**config.mk**
```make
export PLATFORM = sky130hd
export DESIGN_NAME = cst_decoder
export DESIGN_NICKNAME = d
export VERILOG_FILES = /design/src/common/cst_pkg.sv /design/src/hw/cst_decoder.sv /design/src/hw/cst_sub_alu.sv
export SDC_FILE = /design/constraint.sdc
export NUM_CORES = 1
export LEC_CHECK = 0
export CORE_MARGIN = 4
export CORE_UTILIZATION = 65
export DETAILED_ROUTE_END_ITERATION = 16
export DONT_BUFFER_PORTS = 1
export GPL_TIMING_DRIVEN = 0
export PLACE_DENSITY = 0.81
export REMOVE_ABC_BUFFERS = 1
export SLEW_MARGIN = 20
export SYNTH_ARGS = -nofsm -noshare
export SYNTH_HDL_FRONTEND = slang
export SYNTH_HIERARCHICAL = 1
export SYNTH_SLANG_ARGS = --single-unit
```
**constraint.sdc**
```tcl
create_clock -name i_clk -period 2.6 [get_ports i_clk]
set_input_delay 0.39 -clock i_clk [delete_from_list [all_inputs] [get_ports i_clk]]
set_output_delay 0.39 -clock i_clk [all_outputs]
set_load 0.02 [all_outputs]
```
**src/common/cst_pkg.sv**
```systemverilog
// Constants, types and helpers shared by the subtract/trap/transfer decoder
`default_nettype none
package cst_pkg;
   localparam logic [7:0] OP_TRAP = 8'h83;
   localparam logic [7:0] OP_A2X = 8'h97;
   localparam logic [7:0] OP_X2A = 8'h9f;
   localparam logic [7:0] OP_WAIT = 8'h8f;
   localparam logic [7:0] OP_TEST_ACC = 8'h4d;
   localparam logic [7:0] OP_TEST_IDX = 8'h5d;
   localparam logic [3:0] LO_SUB = 4'h0;
   localparam logic [3:0] LO_TEST = 4'hd;
   localparam logic [3:0] HI_IMMED = 4'ha;
   localparam logic [3:0] HI_DIR = 4'hb;
   localparam logic [3:0] HI_EXTD = 4'hc;
   localparam logic [3:0] HI_XLONG = 4'hd;
   localparam logic [3:0] HI_XSHORT = 4'he;
   localparam logic [3:0] HI_XPLAIN = 4'hf;
   localparam logic [3:0] HI_TEST_DIR = 4'h3;
   localparam logic [3:0] HI_TEST_XSHORT = 4'h6;
   localparam logic [3:0] HI_TEST_XPLAIN = 4'h7;
   localparam int CC_C = 0;
   localparam int CC_Z = 1;
   localparam int CC_N = 2;
   localparam int CC_I = 3;
   localparam logic [7:0] CC_RST = 8'hf8;
   localparam logic [7:0] STK_RST = 8'hff;
   localparam logic [15:0] PC_RST = 16'h0100;
   localparam logic [15:0] VEC_HI = 16'hfffc;
   localparam logic [15:0] VEC_LO = 16'hfffd;
   localparam logic [7:0] PAGE0 = 8'h00;
   localparam logic [15:0] ONE16 = 16'h0001;
   localparam logic [7:0] ONE8 = 8'h01;
   localparam logic [7:0] ZERO8 = 8'h00;
   localparam int TRAP_CYCLES = 10;
   localparam int XFER_CYCLES = 2;

   typedef enum logic [3:0] {
      S_FETCH, S_DEC, S_LO, S_EXEC, S_PUSH_LO, S_PUSH_HI, S_PUSH_X,
      S_PUSH_A, S_PUSH_CC, S_VHI, S_VLO, S_VDN, S_WAIT
   } cst_state_t;

   typedef enum logic [2:0] {
      M_NONE, M_IMMED, M_DIR, M_EXTD, M_XLONG, M_XSHORT, M_XPLAIN
   } cst_mode_t;

   function automatic logic is_sub(input logic [7:0] op);
      is_sub = (op[3:0] == LO_SUB) && (op[7:4] >= HI_IMMED);
   endfunction : is_sub

   function automatic cst_mode_t mode_of(input logic [7:0] op);
      mode_of = M_NONE;
      if (op[3:0] == LO_SUB) begin
         unique case (op[7:4])
            HI_IMMED: mode_of = M_IMMED;
            HI_DIR: mode_of = M_DIR;
            HI_EXTD: mode_of = M_EXTD;
            HI_XLONG: mode_of = M_XLONG;
            HI_XSHORT: mode_of = M_XSHORT;
            HI_XPLAIN: mode_of = M_XPLAIN;
            default: mode_of = M_NONE;
         endcase
      end else if (op[3:0] == LO_TEST) begin
         unique case (op[7:4])
            HI_TEST_DIR: mode_of = M_DIR;
            HI_TEST_XSHORT: mode_of = M_XSHORT;
            HI_TEST_XPLAIN: mode_of = M_XPLAIN;
            default: mode_of = M_NONE;
         endcase
      end
   endfunction : mode_of

   function automatic logic [7:0] set_nz(input logic [7:0] cc,
                                         input logic [7:0] v);
      set_nz = cc;
      set_nz[CC_N] = v[7];
      set_nz[CC_Z] = (v == ZERO8);
   endfunction : set_nz
endpackage : cst_pkg
`default_nettype wire

```
**src/hw/cst_decoder.sv**
```systemverilog
// CPU core slice: subtract, trap, transfers, test and wait
`timescale 1ns/10ps
`default_nettype none
module cst_decoder
   import cst_pkg::*;
(
   input wire logic i_clk,
   input wire logic i_reset,
   input wire logic [7:0] i_mem_rdata,
   input wire logic i_wake,
   output logic [15:0] o_mem_addr,
   output logic [7:0] o_mem_wdata,
   output logic o_mem_we,
   output logic [7:0] o_acc,
   output logic [7:0] o_index,
   output logic [7:0] o_stack_ptr,
   output logic [15:0] o_pc,
   output logic [7:0] o_cond_codes,
   output logic o_wait
);
   typedef struct packed {
      cst_state_t st;
      logic [7:0] acc;
      logic [7:0] idx;
      logic [7:0] stk;
      logic [15:0] pc;
      logic [7:0] cond;
      logic [7:0] opc;
      logic [7:0] hi;
      logic [15:0] addr;
      logic [7:0] wdata;
      logic we;
      logic wt;
      logic wake_s1;
      logic wake_s2;
   } cst_core_t;

   cst_core_t s_reg;
   cst_core_t s_next;
   logic [7:0] diff;
   logic borrow;
   cst_mode_t mode;
   logic [15:0] pc_inc;
   logic [7:0] stk_dec;

   cst_sub_alu u_alu (
      .i_a(s_reg.acc),
      .i_b(i_mem_rdata),
      .o_diff(diff),
      .o_borrow(borrow)
   );

   ////////////////////////////////////////////////////////////////////////
   // Next state
   always_comb begin
      s_next = s_reg;
      mode = mode_of(s_reg.opc);
      pc_inc = s_reg.pc + ONE16;
      stk_dec = s_reg.stk - ONE8;
      s_next.we = 1'b0;
      s_next.wake_s1 = i_wake;
      s_next.wake_s2 = s_reg.wake_s1;
      if (i_reset) begin
         s_next.st = S_FETCH;
         s_next.acc = ZERO8;
         s_next.idx = ZERO8;
         s_next.stk = STK_RST;
         s_next.pc = PC_RST;
         s_next.cond = CC_RST;
         s_next.opc = ZERO8;
         s_next.hi = ZERO8;
         s_next.addr = PC_RST;
         s_next.wdata = ZERO8;
         s_next.wt = 1'b0;
         s_next.wake_s1 = 1'b0;
         s_next.wake_s2 = 1'b0;
      end else begin
         unique case (s_reg.st)
            S_FETCH: begin
               s_next.opc = i_mem_rdata;
               s_next.pc = pc_inc;
               s_next.addr = pc_inc;
               s_next.st = S_DEC;
            end
            S_DEC: begin
               s_next.st = S_FETCH;
               if (s_reg.opc == OP_TRAP) begin
                  s_next.addr = {PAGE0, s_reg.stk};
                  s_next.wdata = s_reg.pc[7:0];
                  s_next.we = 1'b1;
                  s_next.st = S_PUSH_LO;
               end else if (s_reg.opc == OP_A2X) begin
                  s_next.idx = s_reg.acc;
               end else if (s_reg.opc == OP_X2A) begin
                  s_next.acc = s_reg.idx;
               end else if (s_reg.opc == OP_WAIT) begin
                  s_next.cond[CC_I] = 1'b0;
                  s_next.wt = 1'b1;
                  s_next.st = S_WAIT;
               end else if (s_reg.opc == OP_TEST_ACC) begin
                  s_next.cond = set_nz(s_reg.cond, s_reg.acc);
               end else if (s_reg.opc == OP_TEST_IDX) begin
                  s_next.cond = set_nz(s_reg.cond, s_reg.idx);
               end else begin
                  unique case (mode)
                     M_IMMED: begin
                        s_next.acc = diff;
                        s_next.cond = set_nz(s_reg.cond, diff);
                        s_next.cond[CC_C] = borrow;
                        s_next.pc = pc_inc;
                        s_next.addr = pc_inc;
                     end
                     M_DIR: begin
                        s_next.addr = {PAGE0, i_mem_rdata};
                        s_next.pc = pc_inc;
                        s_next.st = S_EXEC;
                     end
                     M_EXTD, M_XLONG: begin
                        s_next.hi = i_mem_rdata;
                        s_next.pc = pc_inc;
                        s_next.addr = pc_inc;
                        s_next.st = S_LO;
                     end
                     M_XSHORT: begin
                        s_next.addr = {PAGE0, i_mem_rdata} +
                                      {PAGE0, s_reg.idx};
                        s_next.pc = pc_inc;
                        s_next.st = S_EXEC;
                     end
                     M_XPLAIN: begin
                        s_next.addr = {PAGE0, s_reg.idx};
                        s_next.st = S_EXEC;
                     end
                     M_NONE: begin
                        s_next.st = S_FETCH;
                     end
                  endcase
               end
            end
            S_LO: begin
               if (mode == M_XLONG) begin
                  s_next.addr = {s_reg.hi, i_mem_rdata} +
                                {PAGE0, s_reg.idx};
               end else begin
                  s_next.addr = {s_reg.hi, i_mem_rdata};
               end
               s_next.pc = pc_inc;
               s_next.st = S_EXEC;
            end
            S_EXEC: begin
               if (is_sub(s_reg.opc)) begin
                  s_next.acc = diff;
                  s_next.cond = set_nz(s_reg.cond, diff);
                  s_next.cond[CC_C] = borrow;
               end else begin
                  s_next.cond = set_nz(s_reg.cond, i_mem_rdata);
               end
               s_next.addr = s_reg.pc;
               s_next.st = S_FETCH;
            end
            S_PUSH_LO: begin
               s_next.stk = stk_dec;
               s_next.addr = {PAGE0, stk_dec};
               s_next.wdata = s_reg.pc[15:8];
               s_next.we = 1'b1;
               s_next.st = S_PUSH_HI;
            end
            S_PUSH_HI: begin
               s_next.stk = stk_dec;
               s_next.addr = {PAGE0, stk_dec};
               s_next.wdata = s_reg.idx;
               s_next.we = 1'b1;
               s_next.st = S_PUSH_X;
            end
            S_PUSH_X: begin
               s_next.stk = stk_dec;
               s_next.addr = {PAGE0, stk_dec};
               s_next.wdata = s_reg.acc;
               s_next.we = 1'b1;
               s_next.st = S_PUSH_A;
            end
            S_PUSH_A: begin
               s_next.stk = stk_dec;
               s_next.addr = {PAGE0, stk_dec};
               s_next.wdata = s_reg.cond;
               s_next.we = 1'b1;
               s_next.st = S_PUSH_CC;
            end
            S_PUSH_CC: begin
               s_next.stk = stk_dec;
               s_next.cond[CC_I] = 1'b1;
               s_next.addr = VEC_HI;
               s_next.st = S_VHI;
            end
            S_VHI: begin
               s_next.pc[15:8] = i_mem_rdata;
               s_next.addr = VEC_LO;
               s_next.st = S_VLO;
            end
            S_VLO: begin
               s_next.pc[7:0] = i_mem_rdata;
               s_next.st = S_VDN;
            end
            S_VDN: begin
               s_next.addr = s_reg.pc;
               s_next.st = S_FETCH;
            end
            S_WAIT: begin
               if (s_reg.wake_s2) begin
                  s_next.wt = 1'b0;
                  s_next.addr = s_reg.pc;
                  s_next.st = S_FETCH;
               end
            end
         endcase
      end
   end

   ////////////////////////////////////////////////////////////////////////
   // State register
   always_ff @(posedge i_clk) begin
      s_reg <= s_next;
   end

   assign o_mem_addr = s_reg.addr;
   assign o_mem_wdata = s_reg.wdata;
   assign o_mem_we = s_reg.we;
   assign o_acc = s_reg.acc;
   assign o_index = s_reg.idx;
   assign o_stack_ptr = s_reg.stk;
   assign o_pc = s_reg.pc;
   assign o_cond_codes = s_reg.cond;
   assign o_wait = s_reg.wt;

   localparam int TRAP_TAIL = TRAP_CYCLES - 1;
endmodule : cst_decoder
`default_nettype wire

```
**src/hw/cst_sub_alu.sv**
```systemverilog
// Eight-bit subtractor with borrow out
`timescale 1ns/10ps
`default_nettype none
module cst_sub_alu (
   input wire logic [7:0] i_a,
   input wire logic [7:0] i_b,
   output logic [7:0] o_diff,
   output logic o_borrow
);
   logic [8:0] wide;
   always_comb begin
      wide = {1'b0, i_a} - {1'b0, i_b};
      o_diff = wide[7:0];
      o_borrow = wide[8];
   end
endmodule : cst_sub_alu
`default_nettype wire

```
==> results.toml <==
[synthesis]
synth_compound_area_share_pct = 23.9
synth_top_family_by_area = "compound AO/OA/AOI/OAI gates"
synthAdderAreaFrac_pct = 3.67
synth_area_sq_mm = 0.00723
ys_async_sr_fraction_pct = 0
synth-simple-area-share_pct = 22.4
synth_edf_count = 0
synth_xor_area_share_pct = 4.00
netlist_instances = 933
avgSynthCellArea_sq_um = 7.74
synth_ff_type = "dfxtp_1"
muxShareOfSynthArea_pct = 7.95
yosysSeqAreaShare_pct = 25.5
ys_types = 86
ys_ff_latch = 92
yosys_warnings = 6

[finish]
drive_gt1_share_pct = 18.6
largest_reg_flops = 22
num_antenna_cells = 0
num-nets-final = 881
regArea_sq_mm = 0.00190
final_cells = 995
post-route-util_pct = 69.0
syn_to_final_growth_pct = 3.52
fill_cells = 867
multi_input_area_sq_mm = 0.00484

[pwr]
p_per_area_mw_per_mm2 = 603
p_leak_nw = 2.94
p_comb_share_pct = 34.1
p_total_w = 0.00451
clockPowerShare_pct = 22.3
p_seq_share_pct = 43.6
p_int_w = 0.00268
p_sw_share_pct = 40.6
ir_drop_mv = 0.430
switching_power_w = 0.00183

[timing]
rsz0062_at_grt = "yes"
skew_ns = 0.00877
slew_headroom_pct = 27.9
tightest_slew_ns = 1.07
fin_ws_ns = -0.0554
hold_viol_final = 0
min_period_over_period_pct = 102
fin_crit_ns = 2.66
holdWs_ns = 0.0684
drv_slew = 0
timing.fmax_mhz = 377
setup_viol = 1

[setup_path]
path_buf_inv = 2
r2r_end = "o_cond_codes[1]"
cp.required_ns = 2.90
cpMostUsedCell = "nand2_1"
reg2reg_depth = 13
critPathMaxFanout = 6
worstSetupStartpointType = "flop"
critical_path_arrival_ns = 2.96
r2r-start = "o_acc[0]"
path_delay_family = "simple AND/OR/NAND/NOR gates"
end_kind = "flop"
worstSetupPathType = "flop to flop"
cpMaxStageDelayCell = "dfxtp_4"
r2r_setup_slack_ns = -0.06
slowest_delay_ns = 0.41
cp_cell_sequence = "inv_4 -> ha_4 -> inv_2 -> fa_2 -> a21o_1 -> nand4_1 -> nand3_2 -> xor2_2 -> nor4_2 -> nand2_1 -> o21ai_1 -> nand2_1 -> a311oi_1"

[drt]
ant_nets = 0
wl_per_cell_um = 24.7
via_per_inst = 7.14
vias = 7105
drtIter0Drc = 1153
wl_mm = 24.6
drc = 0
dr.pass1.iters = 8

[outcome]
status = "finished, violations left"
violations = "negative setup slack"

[clock_network]
clock_sinks = 92
cts-root-buf = "clkbuf_8"
worstSkewPairLatency_ns = 0.39
cts_tree = "built"
cts_buffers = 9
htreeDepth = 3
clockBufferDepth = 2
cts.reportedPaths.clkPinSlew_ns = 0.09

[floorplanning]
core_area_sq_mm = 0.0108
fp-row-count = 38
fp.dieArea_sq_mm = 0.0129
die_h_um = 113
io_pins = 85
start_util_pct = 66.7
chipWidth_um = 113

[min_path]
whs_path_depth = 1
hold_class = "input port to flop"
whs_endpoint = "o_index[3]"
hp-start = "i_reset"

[grt]
grt_pass1_wl_mm = 36.3
grt_pass1_vias = 6354
track_usage_pct = 36.4
grt_overflow = 0
grt_start_max_net_pins = 94
antenna_found_initial = 0

[placed_design]
place_congestion = 0.966
portBuffers = 0
post-place-cells = 949
dp_hpwl_mm = 16.2

[job]
cap_viol_max_count = 0
[synthesized netlist by cell type, types with 11 or more instances]
cell type | number | area, sq um
dfxtp_1 | 92 | 1840
nand2b_1 | 14 | 87.6
ha_1 | 18 | 225
buf_2 | 13 | 65.1
a21oi_1 | 67 | 335
a221oi_1 | 14 | 123
a211oi_1 | 33 | 248
inv_1 | 27 | 101
nand3_1 | 25 | 125
a22oi_1 | 15 | 113
nor3_1 | 21 | 105
clkbuf_1 | 34 | 128
o21ai_0 | 48 | 240
xor2_1 | 23 | 201
mux2i_1 | 45 | 450
nand2_1 | 63 | 236
buf_4 | 74 | 556
nor2_1 | 115 | 432
nor4_1 | 11 | 68.8
[repair_timing]
item / in CTS / in global routing
pin swaps: 12 / 22
endpoints found under the setup margin: 71 / 43
resized for setup: 44 / 66
hold buffers: 0 / 0
setup buffers: 11 / 17
gates cloned: 0 / 2
[area by class of cell]
type / instances / share of cell area [%]
Sequential cell: 92 / 25.5
Tap cell: 140 / 2.34
Clock inverter: 5 / 0.803
Timing Repair Buffer: 30 / 3.38
Clock buffer: 11 / 1.89
Inverter: 28 / 1.44
Multi-Input combinational cell: 689 / 64.7
[power groups by stage]
stage	Clock (W)	Sequential (W)	Combinational [W]
floorplan	0	0.00189	0.000980
finish	0.00101	0.00196	0.00154
CTS	0.00102	0.00196	0.00131
global placement	0	0.00197	0.00122
global route	0.00109	0.00199	0.00166
detailed placement	0	0.00198	0.00126
[placed cells by master (no fill, tap or decap), types with 10 or more instances in the layout]
cell / instances
dfxtp_4: 10
buf_4: 26
dfxtp_1: 62
dfxtp_2: 20
a221oi_1: 14
ha_1: 16
and3_1: 10
a21oi_1: 61
mux2i_1: 45
nand3_1: 24
inv_1: 25
nor2_1: 110
xor2_1: 21
clkbuf_8: 10
nor4_1: 10
a211oi_1: 29
nand2b_1: 11
o21ai_0: 45
nor3_1: 16
nand2_1: 63
a22oi_1: 13
[stage by stage]
step	cell area (sq um)	worst slack, ns	setup TNS [ns]
after detailed placement	6640	-1.27	-36.09
after CTS	7070	-0.00738	-0.00892
final	7480	-0.0554	-0.0554
after global routing	7480	-0.111	-0.209
after global placement	6610	-1.29	-43.63
after floorplan	6440	-0.385	-6.11
[worst max path at each step]
stage	from	end	cells past startpoint
floorplan	s_reg[92]	s_reg[28]	7
global placement	s_reg[92]	s_reg[30]	7
detailed placement	s_reg[92]	o_mem_addr[2]	7
CTS	s_reg[38]	o_mem_addr[2]	6
global route	o_acc[0]	o_cond_codes[1]	13
finish	o_acc[0]	o_cond_codes[1]	13
[logic make-up (layout without fill, tap and decap cells)]
family	count (synthesis)	in the layout
other	1	4
flip-flops	92	92
AND/OR/NAND/NOR	320	320
AO/OA/AOI/OAI	258	260
buffers and inverters	157	74
adder cells (fa/ha/maj)	20	20
XOR/XNOR	33	33
multiplexers	52	52
[per-layer routing]
layer  track usage (%)  routed length (um)  vias to the layer above
met4              18.9                1360                        0
met1              47.0                9380                     3310
met3              6.84                2730                      102
li1                  -                   -                     3153
met2              57.9               11100                      540
met5                 0                   0                        -
Power figures use the tool's default switching activity.
